## config.mk

```make
export PLATFORM = sky130hd
export DESIGN_NAME = cse_status_encoder
export DESIGN_NICKNAME = d
export VERILOG_FILES = /design/src/pkg/cse_pkg.sv /design/src/pkg/cse_die_if.sv /design/src/hdl/cse_die_thermal.sv /design/src/hdl/cse_status_encoder.sv
export SDC_FILE = /design/constraint.sdc
export NUM_CORES = 1
export LEC_CHECK = 0
export CAP_MARGIN = 20
export CELL_PAD_IN_SITES_DETAIL_PLACEMENT = 0
export CELL_PAD_IN_SITES_GLOBAL_PLACEMENT = 2
export CORE_MARGIN = 3
export CORE_UTILIZATION = 38
export CTS_CLUSTER_SIZE = 20
export DETAILED_ROUTE_END_ITERATION = 10
export DONT_BUFFER_PORTS = 1
export PLACE_DENSITY = 0.89
export SLEW_MARGIN = 20
export SYNTH_ARGS = -nofsm -noshare
export SYNTH_HDL_FRONTEND = slang
export SYNTH_SLANG_ARGS = --single-unit
```

## constraint.sdc

```tcl
create_clock -name CLK_SYS -period 8.9 [get_ports CLK_SYS]
set_input_delay 0.445 -clock CLK_SYS [delete_from_list [all_inputs] [get_ports CLK_SYS]]
set_output_delay 0.445 -clock CLK_SYS [all_outputs]
set_load 0.01 [all_outputs]
```

## src/pkg/cse_pkg.sv

```systemverilog
// Constants and types shared by the charger status encoder
package cse_pkg;

	// ==========================================================
	// Charger state as seen by the status encoder
	typedef enum logic [2:0]
	{
		CSE_CHG_IDLE,
		CSE_CHG_DEAD,
		CSE_CHG_DEAD_PREQUAL,
		CSE_CHG_PREQUAL,
		CSE_CHG_FAST,
		CSE_CHG_DONE,
		CSE_CHG_TIMER_FAULT
	} cse_chg_state_t;

	// ==========================================================
	// Three-line codes, bit 2 is line A; 1 means released
	localparam logic [2:0] CSE_CODE3_COLD     = 3'h0;
	localparam logic [2:0] CSE_CODE3_OVERVOLT = 3'h1;
	localparam logic [2:0] CSE_CODE3_CHARGING = 3'h2;
	localparam logic [2:0] CSE_CODE3_HOT      = 3'h3;
	localparam logic [2:0] CSE_CODE3_DONE     = 3'h4;
	localparam logic [2:0] CSE_CODE3_ILLEGAL  = 3'h5;
	localparam logic [2:0] CSE_CODE3_TFAULT   = 3'h6;
	localparam logic [2:0] CSE_CODE3_IDLE     = 3'h7;

	// ==========================================================
	// Two-line codes, bit 1 is line A
	localparam logic [1:0] CSE_CODE2_ILLEGAL  = 2'h0;
	localparam logic [1:0] CSE_CODE2_CHARGING = 2'h1;
	localparam logic [1:0] CSE_CODE2_FAULT    = 2'h2;
	localparam logic [1:0] CSE_CODE2_IDLE     = 2'h3;

	// ==========================================================
	// Die temperature handling, degrees C and percent
	localparam logic [7:0] CSE_DIE_REGULATION_TEMP = 8'h73;
	localparam logic [7:0] CSE_DIE_SHUTDOWN_TEMP   = 8'h8c;
	localparam logic [7:0] CSE_DIE_HYSTERESIS      = 8'h0f;
	localparam logic [7:0] CSE_DIE_RESUME_TEMP     =
		CSE_DIE_SHUTDOWN_TEMP - CSE_DIE_HYSTERESIS;
	localparam logic [6:0] CSE_PCT_FULL            = 7'h64;
	localparam logic [6:0] CSE_PCT_FLOOR           = 7'h19;
	localparam logic [6:0] CSE_PCT_STEP            = 7'h05;

	// ==========================================================
	// Reset values
	localparam logic [2:0] CSE_LINES_RESET = 3'h7;
	localparam logic       CSE_OFF_RESET   = 1'h0;

endpackage

```

## src/pkg/cse_die_if.sv

```systemverilog
// Die temperature link between the encoder and its thermal manager
`timescale 1ns/100ps
interface cse_die_if;
	import cse_pkg::*;

	logic [7:0] die_temp;
	logic       shutdown;
	logic [6:0] current_pct;

	modport mgr
	(
		input  die_temp,
		output shutdown,
		output current_pct
	);

	modport user
	(
		output die_temp,
		input  shutdown,
		input  current_pct
	);

endinterface

```

## src/hdl/cse_die_thermal.sv

```systemverilog
// Die temperature foldback and thermal shutdown with hysteresis
`timescale 1ns/100ps
module cse_die_thermal
	import cse_pkg::*;
(
	input  wire logic clk,
	input  wire logic rst_n,
	cse_die_if.mgr    die
);

	// ==========================================================
	// State
	typedef struct packed
	{
		logic       shutdown;
		logic [6:0] current_pct;
	} cse_die_state_t;

	cse_die_state_t st;
	cse_die_state_t next_st;
	logic [15:0]    drop;

	// ==========================================================
	// Next state
	always_comb
	begin
		next_st = st;
		drop = 16'h0000;
		// Hysteresis keeps the charger from chattering at the limit
		if (die.die_temp > CSE_DIE_SHUTDOWN_TEMP)
			next_st.shutdown = 1'b1;
		else if (die.die_temp <= CSE_DIE_RESUME_TEMP)
			next_st.shutdown = 1'b0;
		if (die.die_temp <= CSE_DIE_REGULATION_TEMP)
			next_st.current_pct = CSE_PCT_FULL;
		else
		begin
			drop = 16'(die.die_temp - CSE_DIE_REGULATION_TEMP) * 16'(CSE_PCT_STEP);
			if (drop >= 16'(CSE_PCT_FULL - CSE_PCT_FLOOR))
				next_st.current_pct = CSE_PCT_FLOOR;
			else
				next_st.current_pct = CSE_PCT_FULL - drop[6:0];
		end
	end

	always_ff @(posedge clk)
	begin
		if (!rst_n)
		begin
			st.shutdown <= CSE_OFF_RESET;
			st.current_pct <= CSE_PCT_FULL;
		end
		else
			st <= next_st;
	end

	assign die.shutdown = st.shutdown;
	assign die.current_pct = st.current_pct;
endmodule

```

## src/hdl/cse_status_encoder.sv

```systemverilog
// Charger status encoder: open-drain status lines and charger enables
`timescale 1ns/100ps
module cse_status_encoder
	import cse_pkg::*;
(
	input  wire logic           CLK_SYS,
	input  wire logic           RST_N,
	input  wire logic           THREE_LINE_MODE,
	input  wire cse_chg_state_t CHARGER_STATE,
	input  wire logic           CHARGE_ENABLE_N,
	input  wire logic           VIN_ABOVE_2V,
	input  wire logic           VIN_UNDERVOLT,
	input  wire logic           VIN_OVERVOLT,
	input  wire logic           VIN_HEADROOM_OK,
	input  wire logic           THERM_COLD,
	input  wire logic           THERM_HOT,
	input  wire logic [7:0]     DIE_TEMP,
	input  wire logic           STATUS_LINE_A_I,
	output wire logic           STATUS_LINE_A_O,
	output wire logic           STATUS_LINE_A_OE_N,
	input  wire logic           STATUS_LINE_B_I,
	output wire logic           STATUS_LINE_B_O,
	output wire logic           STATUS_LINE_B_OE_N,
	input  wire logic           STATUS_LINE_C_I,
	output wire logic           STATUS_LINE_C_O,
	output wire logic           STATUS_LINE_C_OE_N,
	output wire logic           GATE_DRIVE_SUPPLY_EN,
	output wire logic           CHARGER_RUN,
	output wire logic           TIMER_RUN,
	output wire logic           BLOCKS_RUN,
	output wire logic           THERMAL_SHUTDOWN,
	output wire logic [6:0]     CHARGE_CURRENT_PCT
);

	// ==========================================================
	// State
	typedef struct packed
	{
		logic [2:0] lines;
		logic       gate_drive_en;
		logic       charger_run;
		logic       timer_run;
	} cse_enc_state_t;

	cse_enc_state_t st;
	cse_enc_state_t next_st;
	logic           idle_any;
	logic           charging;
	logic           fault_any;
	logic [2:0]     code3;
	logic [1:0]     code2;

	cse_die_if die ();

	assign die.die_temp = DIE_TEMP;

	// ==========================================================
	// Die temperature manager
	cse_die_thermal u_die
	(
		.clk   (CLK_SYS),
		.rst_n (RST_N),
		.die   (die.mgr)
	);

	// ==========================================================
	// Condition decode
	always_comb
	begin
		idle_any = CHARGE_ENABLE_N | VIN_UNDERVOLT | !VIN_HEADROOM_OK | die.shutdown;
		unique case (CHARGER_STATE)
			CSE_CHG_DEAD, CSE_CHG_DEAD_PREQUAL, CSE_CHG_PREQUAL, CSE_CHG_FAST:
				charging = 1'b1;
			default:
				charging = 1'b0;
		endcase
		fault_any = VIN_OVERVOLT | THERM_COLD | THERM_HOT
			| (CHARGER_STATE == CSE_CHG_TIMER_FAULT);
	end

	// ==========================================================
	// Three-line code, idle first so one code always wins
	always_comb
	begin
		if (idle_any)
			code3 = CSE_CODE3_IDLE;
		else if (VIN_OVERVOLT)
			code3 = CSE_CODE3_OVERVOLT;
		else if (THERM_COLD)
			code3 = CSE_CODE3_COLD;
		else if (THERM_HOT)
			code3 = CSE_CODE3_HOT;
		else if (CHARGER_STATE == CSE_CHG_TIMER_FAULT)
			code3 = CSE_CODE3_TFAULT;
		else if (CHARGER_STATE == CSE_CHG_DONE)
			code3 = CSE_CODE3_DONE;
		else if (charging)
			code3 = CSE_CODE3_CHARGING;
		else
			code3 = CSE_CODE3_IDLE;
	end

	// ==========================================================
	// Two-line code, done counts as idle
	always_comb
	begin
		if (idle_any || CHARGER_STATE == CSE_CHG_DONE)
			code2 = CSE_CODE2_IDLE;
		else if (fault_any)
			code2 = CSE_CODE2_FAULT;
		else if (charging)
			code2 = CSE_CODE2_CHARGING;
		else
			code2 = CSE_CODE2_IDLE;
	end

	// ==========================================================
	// Next state
	always_comb
	begin
		next_st = st;
		if (THREE_LINE_MODE)
			next_st.lines = code3;
		else
			next_st.lines = {code2, !THERM_HOT};
		next_st.gate_drive_en = !CHARGE_ENABLE_N & VIN_ABOVE_2V & VIN_HEADROOM_OK;
		// Timers hold their count while out of range rather than reset
		next_st.timer_run = charging & !idle_any & !THERM_COLD & !THERM_HOT;
		next_st.charger_run = next_st.gate_drive_en & charging & !die.shutdown
			& !VIN_UNDERVOLT & !VIN_OVERVOLT & !THERM_COLD & !THERM_HOT;
	end

	always_ff @(posedge CLK_SYS)
	begin
		if (!RST_N)
		begin
			st.lines <= CSE_LINES_RESET;
			st.gate_drive_en <= CSE_OFF_RESET;
			st.charger_run <= CSE_OFF_RESET;
			st.timer_run <= CSE_OFF_RESET;
		end
		else
			st <= next_st;
	end

	// ==========================================================
	// Open-drain pins: drive low or let go, never drive high
	assign STATUS_LINE_A_O = 1'b0;
	assign STATUS_LINE_B_O = 1'b0;
	assign STATUS_LINE_C_O = 1'b0;
	assign STATUS_LINE_A_OE_N = st.lines[2];
	assign STATUS_LINE_B_OE_N = st.lines[1];
	assign STATUS_LINE_C_OE_N = st.lines[0];
	assign GATE_DRIVE_SUPPLY_EN = st.gate_drive_en;
	assign CHARGER_RUN = st.charger_run;
	assign TIMER_RUN = st.timer_run;
	assign BLOCKS_RUN = !die.shutdown;
	assign THERMAL_SHUTDOWN = die.shutdown;
	assign CHARGE_CURRENT_PCT = die.current_pct;
endmodule

```

Yosys cells after proc, flatten, opt, wreduce, memory -nomap -nowiden

Cells that the tools add are included.

Memories kept: 0
Output and inout bits: 18
Memory bits (read-only): 0
Bits in latches: 0
RAM bits: 0
Word-level logic and storage cells: 66
Flip-flop bits (word level): 14

Magnitude comparators: 4
Div/mod/pow operators: 0
Muxes and demuxes: 15
Add/sub/neg operators: 2
Bitwise operators: 18
Shift-type cells: 0
Eq/ne operators: 6
Multiply operators: 1
Reduce and logical (&&, ||, !) cells: 13

Operator list:

| kind                  | count |
|---|---|
| $mux 3                | 8 |
| $ge 16x7->1 const B   | 1 |
| $le 8x7->1 const B    | 2 |
| $mul 16x3->16 const B | 1 |
| $and 1x1->1           | 11 |
| $eq 3x3->1 const B    | 3 |
| $sub 8x7->9 const B   | 1 |
| $gt 8x8->1 const B    | 1 |
| $logic_not 1->1       | 8 |
| $mux 7                | 1 |
| $sub 7x7->7 const A   | 1 |
| $eq 3x2->1 const B    | 2 |
| $mux 2                | 3 |
| $or 1x1->1            | 6 |
| $reduce_or 4->1       | 1 |
| $eq 3x1->1 const B    | 1 |
| $mux 1                | 3 |
| $reduce_or 3->1       | 1 |
| $reduce_bool 2->1     | 1 |
| $reduce_or 2->1       | 1 |
| $logic_or 1x1->1      | 1 |
| $not 1->1             | 1 |

Depth between registers and ports, before layout

Gate-level depths: netlist (run 1).

Depth after elaboration: 11
Gate-level depth with buffers: 12
Mapped depth without buffers: 11

By module

Synthesis (run 1) repeated with hierarchy kept, for this count alone.

Cell total of the unflattened synthesis: 157
Area, all modules: 1,471.4 µm²

By module, submodules not included:

| module             | seq. area each (µm²) | cells each | area each (µm²) | instances |
|---|---|---|---|---|
| cse_die_thermal    | 160.2                | 119        | 1,139.8         | 1 |
| cse_status_encoder | 120.1                | 38         | 331.6           | 1 |

Worst setup path before layout (run 1)

Ideal clock, no wire load.

Path kind: input to register
From: in DIE_TEMP[0]
To: reg, netlist name u_die.die.current_pct[3]
Data arrival time: 3,334 ps
Setup slack: 5,424 ps
Buffers on the path: 1
Stages on the path: 11
Cell sequence: clkbuf_1 inv_1 ha_1 ha_1 ha_1 fa_1 a21o_1 mux2_2 a211o_1 a221oi_4 a31oi_1

Longest elaborated chain between the ends: 4
Elaborated cells between the ends (all ways): 7
Those cells by class: add/sub: 2; mul: 1; order compare: 2; mux: 1; reduce/logical: 1

RTL lines:

| item                                       | RTL line                                     | source |
|---|---|---|
| from (decl)                                | cse_status_encoder.sv:17                     | `input wire logic [7:0] DIE_TEMP,` |
| $sub 8x7->9                                | cse_die_thermal.sv:38                        | `drop = 16'(die.die_temp - CSE_DIE_REGULATION_TEMP) * 16'(CSE_PCT_STEP);` |
| $mul 16x3->16                              | cse_die_thermal.sv:38                        |  |
| $ge 16x7->1 or $sub 7x7->7 (tied branches) | cse_die_thermal.sv:39, cse_die_thermal.sv:42 |  |
| $mux 7                                     | cse_die_thermal.sv:39                        | `if (drop >= 16'(CSE_PCT_FULL - CSE_PCT_FLOOR))` |

Several ways; a longest one is shown, not always the timed one.
A chain may end at the register's enable or synchronous reset.

Worst setup path after layout (run 1)

From: in DIE_TEMP[0]
To: reg, netlist name u_die.die.current_pct[4]

Longest elaborated chain between the ends: 4
Elaborated cells between the ends (all ways): 7
Those cells by class: add/sub: 2; mul: 1; order compare: 2; mux: 1; reduce/logical: 1

RTL lines:

| item                                       | RTL line |
|---|---|
| $sub 8x7->9                                | cse_die_thermal.sv:38 |
| $mul 16x3->16                              | cse_die_thermal.sv:38 |
| $ge 16x7->1 or $sub 7x7->7 (tied branches) | cse_die_thermal.sv:39, cse_die_thermal.sv:42 |
| $mux 7                                     | cse_die_thermal.sv:39 |

Several ways; a longest one is shown, not always the timed one.

==> metrics, run 1 <==
status=finished, final reports clean; top post-synthesis cells by area=dfxtp_1 (21%), ha_1 (19%), xnor2_1 (7.7%); relative slew slack=0.580; Critical Path Slowest Stage Cell=ha_1; CTS tree=built; Period minus WS final=3380 ps; EDFF count, synth=0; Wirelength per Cell=14.2 um; die span in x=65.8 um; Core Rows=21; Flop pwr share=0.310; cts bufs inserted=3; Max Cap Viol=0; CTS Sinks=14; nets@finish=211; total iterations of the first detailed-routing run=4; CTS root buffer=clkbuf_4; post-CTS setup buffers=0; via count=1,168; P&R area growth vs syn=4.14%; Starting Density=0.401; Pins Over Slew Limit=0; Peak VDD IR=0.0701 mV; fmax=296 MHz; layout cells sized above 1=0.0675; final WL=2970 um; Worst-path clk slew=80 ps; share of Yosys cell area claimed by the top area cell type=0.206; area taken by multi-input logic gates=1020 sq um; synth warn=0; commonest non-fill, non-tap cell in the layout=ha_1; largest net degree at the start of global routing=13; RSZ-0062 raised after global routing=no; internal power=0.132 mW; CP max stage delay=410 ps; number of buffers added on ports=0; post-synthesis cell count=163; CP Max Fanout=12; post-place instance area=1390 sq um; Initial DRC Count=123; full die area=4330 sq um; clock share of power=0.156; gr ovfl total=0; FFs w/ async S/R, synth=0; arrival time at the worst endpoint=3510 ps; first-pass GRT wire length=5110 um; worst-skew pair later-pin latency=280 ps; worst slew pin tran=613 ps; WS Path Type=primary input to register; Register Area=280 sq um; H-tree levels=1; Top Ports=42; deepest clock path buffer count=2; Switch Pwr=0.0887 mW; fillers=327; Avg Cell Area, Syn=8.34 sq um; post-synthesis sequential area ratio=0.206; vias per cell=5.59; Post-Synthesis Cell Area=1360 sq um; Pleak=0.591 nW; Gates resized, CTS repair=0; Core ar.=3390 sq um; crit path setup slack, layout=5520 ps; diode count=0; CP endpoint kind=register; Setup crit start kind=primary input; CTS hold repair buffers=0; Die Y-Extent=65.8 um; pwr/cell area=156 nW/um^2; all-layer global routing usage=0.148; Most Frequent Cell on Critical Path=ha_1; CP bufs+invs=0; final setup vio count=0; commonest cells after routing, fill and taps aside=ha_1 (21), dfxtp_1 (14), xnor2_1 (12), a21oi_1 (12), nand2_1 (11); combinational power share=0.534; most common flop cell mapped by yosys=dfxtp_1; Final Skew=0.120 ps; HPWL Detailed=2430 um; distinct cell type count after synthesis=44; hold crit path type=primary input to register; RD Place Congestion=0.799; Yosys top cell by area=dfxtp_1; Tcrit/Tclk final=0.380; final instance area=1420 sq um; post-route antenna net violation count=0; initial antenna violation count=0; Sw Share=0.402; # DRC=0; crit-path cells=ha_1, or3_1, nand3_1, xnor2_1, ha_1, ha_1, or3b_1, mux2_2, a211o_1, a221oi_4, a31oi_1; vias in the first global route=1,185; Yosys reg bits=14; total negative slack=0 ps; pre-CTS WS=5240 ps; WP data required=9030 ps; Crit path max-delay family=adder cells; final hold vios=0
## Yosys cell counts (4+ instances only)
cell     count
nor3_1       7
dfxtp_1     14
nor2_1       7
o21ai_0      8
a21oi_1     12
inv_1       10
nor4_1       4
nand3_1      6
ha_1        21
nand2_1     11
xnor2_1     12
## layer usage
layer / global-route usage / part of all wire
met3: 0.0765 / 0.089
met1: 0.166 / 0.42
met4: 0.0285 / 0.0034
met5: 0 / 0
met2: 0.249 / 0.49
## layout make-up
type,count,share of cell area
Multi-Input combinational cell,136,0.719
Tap cell,46,0.0406
Inverter,10,0.0265
Clock buffer,3,0.0159
Sequential cell,14,0.198
## cell families (layout without fill, tap and decap cells)
group / Yosys count / count (layout) / synth area share
other cells: 1 / 3 / 0.00276
xor+xnor: 15 / 15 / 0.0966
compound gates: 44 / 44 / 0.226
buf+inv: 15 / 13 / 0.0506
flops: 14 / 14 / 0.206
mux: 3 / 3 / 0.0230
simple gates: 49 / 49 / 0.187
fa+ha+maj: 22 / 22 / 0.208
## registers in the layout, indices dropped and copies added (netlist names)
register and cells:
CHARGER_RUN 1, GATE_DRIVE_SUPPLY_EN 1, STATUS_LINE_A_OE_N 1, STATUS_LINE_B_OE_N 1, STATUS_LINE_C_OE_N 1, TIMER_RUN 1, u_die.die.current_pct 7, u_die.die.shutdown 1
## worst register-to-register path: stages, from the launching register on
cell and delay, ps:
dfxtp_1 370, or3_1 420, nor4_1 220, o21ai_0 120
## metrics by stage
stage	cells	power, mW	util	hold slack (ps)
final	209	0.221	0.418	233
after global routing	209	0.240	0.418	226
after CTS	209	0.223	0.418	232
after floorplan	165	0.169	-	517
after global placement	206	0.185	0.411	527
after detailed placement	206	0.187	0.411	526
## worst paths after layout
kind | cells after the start | to | startpoint | slack (ps)
setup / recovery | 11 | u_die.die.current_pct[4] | DIE_TEMP[0] | 5520
hold / removal | 1 | TIMER_RUN | THERM_HOT | 230
setup reg to reg | 3 | STATUS_LINE_C_OE_N | u_die.die.shutdown | 7650
hold reg to reg | 2 | u_die.die.shutdown | u_die.die.shutdown | 590
## power by group through the flow
stage	Sequential (mW)	Combinational, mW	Clock, mW
floorplan	0.0696	0.0992	0
global placement	0.0700	0.115	0
detailed placement	0.0700	0.117	0
CTS	0.0686	0.119	0.0355
global route	0.0688	0.133	0.0382
finish	0.0684	0.118	0.0345
(Power assumes the default switching activity.)
==> inputs of run 2 (changes only) <==
ABC_AREA = 1   (was unset)
CORE_UTILIZATION = 34   (was 38)
PLACE_DENSITY = 0.85   (was 0.89)
clock period = 3.3 ns   (was 8.9 ns; I/O delays follow)
==> metrics, run 2 <==
total iterations of the first detailed-routing run=4; vias in the first global route=1,152; Tcrit/Tclk final=0.776; WS Path Type=primary input to register; gr ovfl total=0; Final Skew=2.48 ps; Setup crit start kind=primary input; FFs w/ async S/R, synth=0; cts bufs inserted=3; Worst-path clk slew=60 ps; total negative slack=0 ps; WP data required=3440 ps; max reg flops=7; commonest cells after routing, fill and taps aside=nand2_1 (44), inv_1 (28), ha_1 (21); pwr/cell area=406 nW/um^2; CTS root buffer=clkbuf_8; final instance area=1620 sq um; P&R area growth vs syn=8.20%; Peak VDD IR=0.127 mV; H-tree levels=1; vias per cell=4.76; CP endpoint kind=register; RSZ-0062 raised after global routing=no; HPWL Detailed=2820 um; CTS tree=built; arrival time at the worst endpoint=2710 ps; layout cells sized above 1=0.149; via count=1,261; synth warn=0; fmax=390 MHz; Gates resized, CTS repair=0; Yosys reg bits=14; largest net degree at the start of global routing=10; Pins Over Slew Limit=0; Initial DRC Count=43; all-layer global routing usage=0.128; CP Max Fanout=4; final hold vios=0; post-synthesis sequential area ratio=0.187; final WL=3250 um; Synth top cells by count=nand2_1 (44), inv_1 (28), ha_1 (21); CTS Sinks=14; Core ar.=4120 sq um; Core Rows=23; Wirelength per Cell=12.3 um; commonest non-fill, non-tap cell in the layout=nand2_1; fillers=451; distinct cell type count after synthesis=35; # DRC=0; Min Hold Slack=40.6 ps; die span in x=72.3 um; most common flop cell mapped by yosys=dfxtp_1; initial antenna violation count=0; nets@finish=262; RD Place Congestion=0.761; Top Ports=42; post-synthesis cell count=210; Core Util, Final=0.393; Post-Synthesis Cell Area=1500 sq um; Starting Density=0.363; first-pass GRT wire length=5410 um; deepest clock path buffer count=2; post-route antenna net violation count=0; hold crit path type=primary input to register; share of Yosys cell area claimed by the top area cell type=0.187; Period minus WS final=2560 ps; Avg Cell Area, Syn=7.12 sq um; Pleak=0.825 nW; status=finished, final reports clean; Most flops, register=u_die.die.current_pct; final setup vio count=0; post-place instance area=1540 sq um; post-CTS setup buffers=0; full die area=5230 sq um; top post-synthesis cells by area=dfxtp_1 (19%), ha_1 (18%), nand2_1 (11%); Max Cap Viol=0; Die Y-Extent=72.3 um; worst-skew pair later-pin latency=240 ps; DP Cell Count=259; EDFF count, synth=0; Non-Filler Instances=265; CTS hold repair buffers=2; diode count=0; count leader, synth=nand2_1; number of buffers added on ports=0; Yosys top cell by area=dfxtp_1
## run 2: changes by cell type after synthesis, moves of 5 or more
cell and change:
nand2_1 +33, inv_1 +18, xnor2_1 -10, nand2_2 +8, nand3_1 +8, o21ai_2 +6
nor2_1 +5
## run 2: metal layers
metal | global-route usage | part of all wire | up-vias
met3 | 0.0388 | 0.059 | 2
met1 | 0.195 | 0.52 | 524
met5 | 0 | 0 | -
li1 | - | - | 699
met4 | 0.0125 | 0.00062 | 0
met2 | 0.182 | 0.42 | 36
## run 2: final timing paths
check	from	to	slack (ps)	cells past startpoint
max	DIE_TEMP[3]	u_die.die.current_pct[4]	740	13
min	THREE_LINE_MODE	STATUS_LINE_A_OE_N	40	1
max reg2reg	u_die.die.shutdown	STATUS_LINE_A_OE_N	1970	4
min reg2reg	u_die.die.shutdown	u_die.die.shutdown	610	2
## run 2: kinds of logic (layout without fill, tap and decap cells)
group           Yosys count  in the layout  share of synthesized area
flops                    14             14                      0.187
buf+inv                  36             39                     0.0979
other cells               1              3                    0.00251
fa+ha+maj                22             22                      0.189
simple gates            100            100                      0.337
compound gates           28             28                      0.133
xor+xnor                  9              9                     0.0527
## run 2: area by class of cell
class | count | area [sq um] | area share
Tap cell | 50 | 62.6 | 0.0387
Inverter | 33 | 124 | 0.0766
Sequential cell | 14 | 280 | 0.173
Timing Repair Buffer | 2 | 20.0 | 0.0124
Multi-Input combinational cell | 162 | 1080 | 0.665
Clock buffer | 4 | 55.1 | 0.0340
## run 2: metrics by stage
stage               power, mW  worst slack, ps
floorplan               0.445              891
global route            0.714              487
finish                  0.657              738
global placement        0.496              494
CTS                     0.663              699
detailed placement      0.492              443
## run 2: power breakdown
part | internal (mW) | switching [mW]
registers | 0.178 | 0.00795
clock network | 0.106 | 0.0605
logic | 0.114 | 0.190
## run 2: worst max-delay path, cell delays in order
cell,delay [ps]
nor2_1,290
o21ai_2,140
nand2_2,100
xor2_1,270
ha_1,310
ha_1,360
a21oi_1,270
or2_1,140
nand3_1,90
o21ai_2,300
nand4_1,150
nand2_1,80
inv_1,40
==> inputs of run 3 (changes only) <==
clock period = 2.58 ns   (was 3.3 ns; I/O delays follow)
==> metrics, run 3 (synthesis gave the netlist of run 2 again) <==
Core Rows=23; pwr/cell area=513 nW/um^2; WP data required=2750 ps; max reg flops=7; RD Place Congestion=0.874; Die Y-Extent=72.3 um; CP endpoint kind=register; total iterations of the first detailed-routing run=4; final setup vio count=0; full die area=5230 sq um; Wirelength per Cell=11.6 um; H-tree levels=1; cts bufs inserted=3; Period minus WS final=2340 ps; Worst-path clk slew=50 ps; worst-skew pair later-pin latency=240 ps; commonest non-fill, non-tap cell in the layout=nand2_1; crit-path cells=clkinv_1, ha_1, ha_1, ha_1, fa_1, nand3_1, nand3_1, xnor2_1, nand3_2, nor2_4, nand3_4, o21ai_2; final WL=3280 um; fmax=428 MHz; CP Max Fanout=4; CTS root buffer=clkbuf_8; Final Skew=2.41 ps; die span in x=72.3 um; fillers=453; P&R area growth vs syn=16.7%; Crit path max-delay family=adder cells; Max Cap Viol=0; Initial DRC Count=35; largest net degree at the start of global routing=10; CTS Sinks=14; total power=0.895 mW; WS Path Type=primary input to register; # DRC=0; HPWL Detailed=2910 um; Most flops, register=u_die.die.current_pct; Starting Density=0.363; number of buffers added on ports=0; all-layer global routing usage=0.136; vias in the first global route=1,270; diode count=0; Pleak=0.907 nW; Critical Path Slowest Stage Cell=fa_1; gr ovfl total=0; via count=1,320; initial antenna violation count=0; vias per cell=4.68; Top Ports=42; nets@finish=279; final hold vios=0; CTS tree=built; Tcrit/Tclk final=0.906; CP bufs+invs=1; Most Frequent Cell on Critical Path=ha_1; deepest clock path buffer count=2; hold crit path type=primary input to register; Core ar.=4120 sq um; CP max stage delay=440 ps; Min Hold Slack=14.0 ps; layout cells sized above 1=0.211; Pins Over Slew Limit=0; arrival time at the worst endpoint=2510 ps; status=finished, final reports clean; Setup crit start kind=primary input; Peak VDD IR=0.184 mV; commonest cells after routing, fill and taps aside=nand2_1 (44), inv_1 (28), ha_1 (21); Gates resized, CTS repair=0; first-pass GRT wire length=5700 um; RSZ-0062 raised after global routing=no; post-route antenna net violation count=0
-- run 3: cell count changes in the layout (fill, tap and decap cells not counted), sizes merged --
cell	change
buf	+17
-- run 3: per-layer routing --
layer  routed length, um  part of all wire  vias to the layer above  track usage
li1                    -                 -                      728            -
met1                1670              0.51                      564        0.197
met2                1430              0.44                       26        0.208
met3                 158             0.048                        2       0.0346
met4                  17            0.0052                        0       0.0188
met5                   0                 0                        -            0
-- run 3: area by class of cell --
class | count | area (sq um) | area share
multi-input combinational | 162 | 1080 | 0.616
tap | 50 | 62.6 | 0.0358
sequential | 14 | 280 | 0.161
clock buffer | 4 | 55.1 | 0.0315
timing repair buffer | 19 | 148 | 0.0846
inverter | 33 | 124 | 0.0710
-- run 3: final timing paths --
kind | cells after the start | slack (ps) | to | from
min reg2reg | 2 | 620 | u_die.die.shutdown | u_die.die.shutdown
max reg2reg | 4 | 1260 | STATUS_LINE_A_OE_N | u_die.die.shutdown
min | 1 | 10 | STATUS_LINE_A_OE_N | THREE_LINE_MODE
max | 12 | 240 | u_die.die.current_pct[6] | DIE_TEMP[1]
-- run 3: power by group --
group	switching [mW]	leakage (nW)	internal, mW	total, mW
combinational	0.253	0.762	0.197	0.450
sequential	0.0101	0.115	0.228	0.238
clock	0.0722	0.0288	0.135	0.207
total	0.335	0.907	0.560	0.895
-- run 3: worst reg2reg max path: cells and delay by family, from the launching register on --
kind                   cells  cell delay (ps)
AND/OR/NAND/NOR            2              590
flip-flops                 1              350
buffers and inverters      1              130
AO/OA/AOI/OAI              1              120
-- run 3: through the flow --
stage,worst slack [ps],area [sq um],std cells,utilization,TNS (ps)
2_1_floorplan,207,1500,212,-,0
3_3_place_gp,-48.5,1670,276,0.406,-252
3_5_place_dp,-39.0,1670,276,0.406,-124
4_1_cts,212,1750,282,0.424,0
5_1_grt,17.5,1750,282,0.424,0
6_report,243,1750,282,0.424,0
-- run 3: what timing repair did --
item                                   in CTS  in global routing
setup endpoints to repair                   0                  0
endpoints found under the hold margin       2                  0
hold buffers                                2                  0
buffers inserted                            0                  0
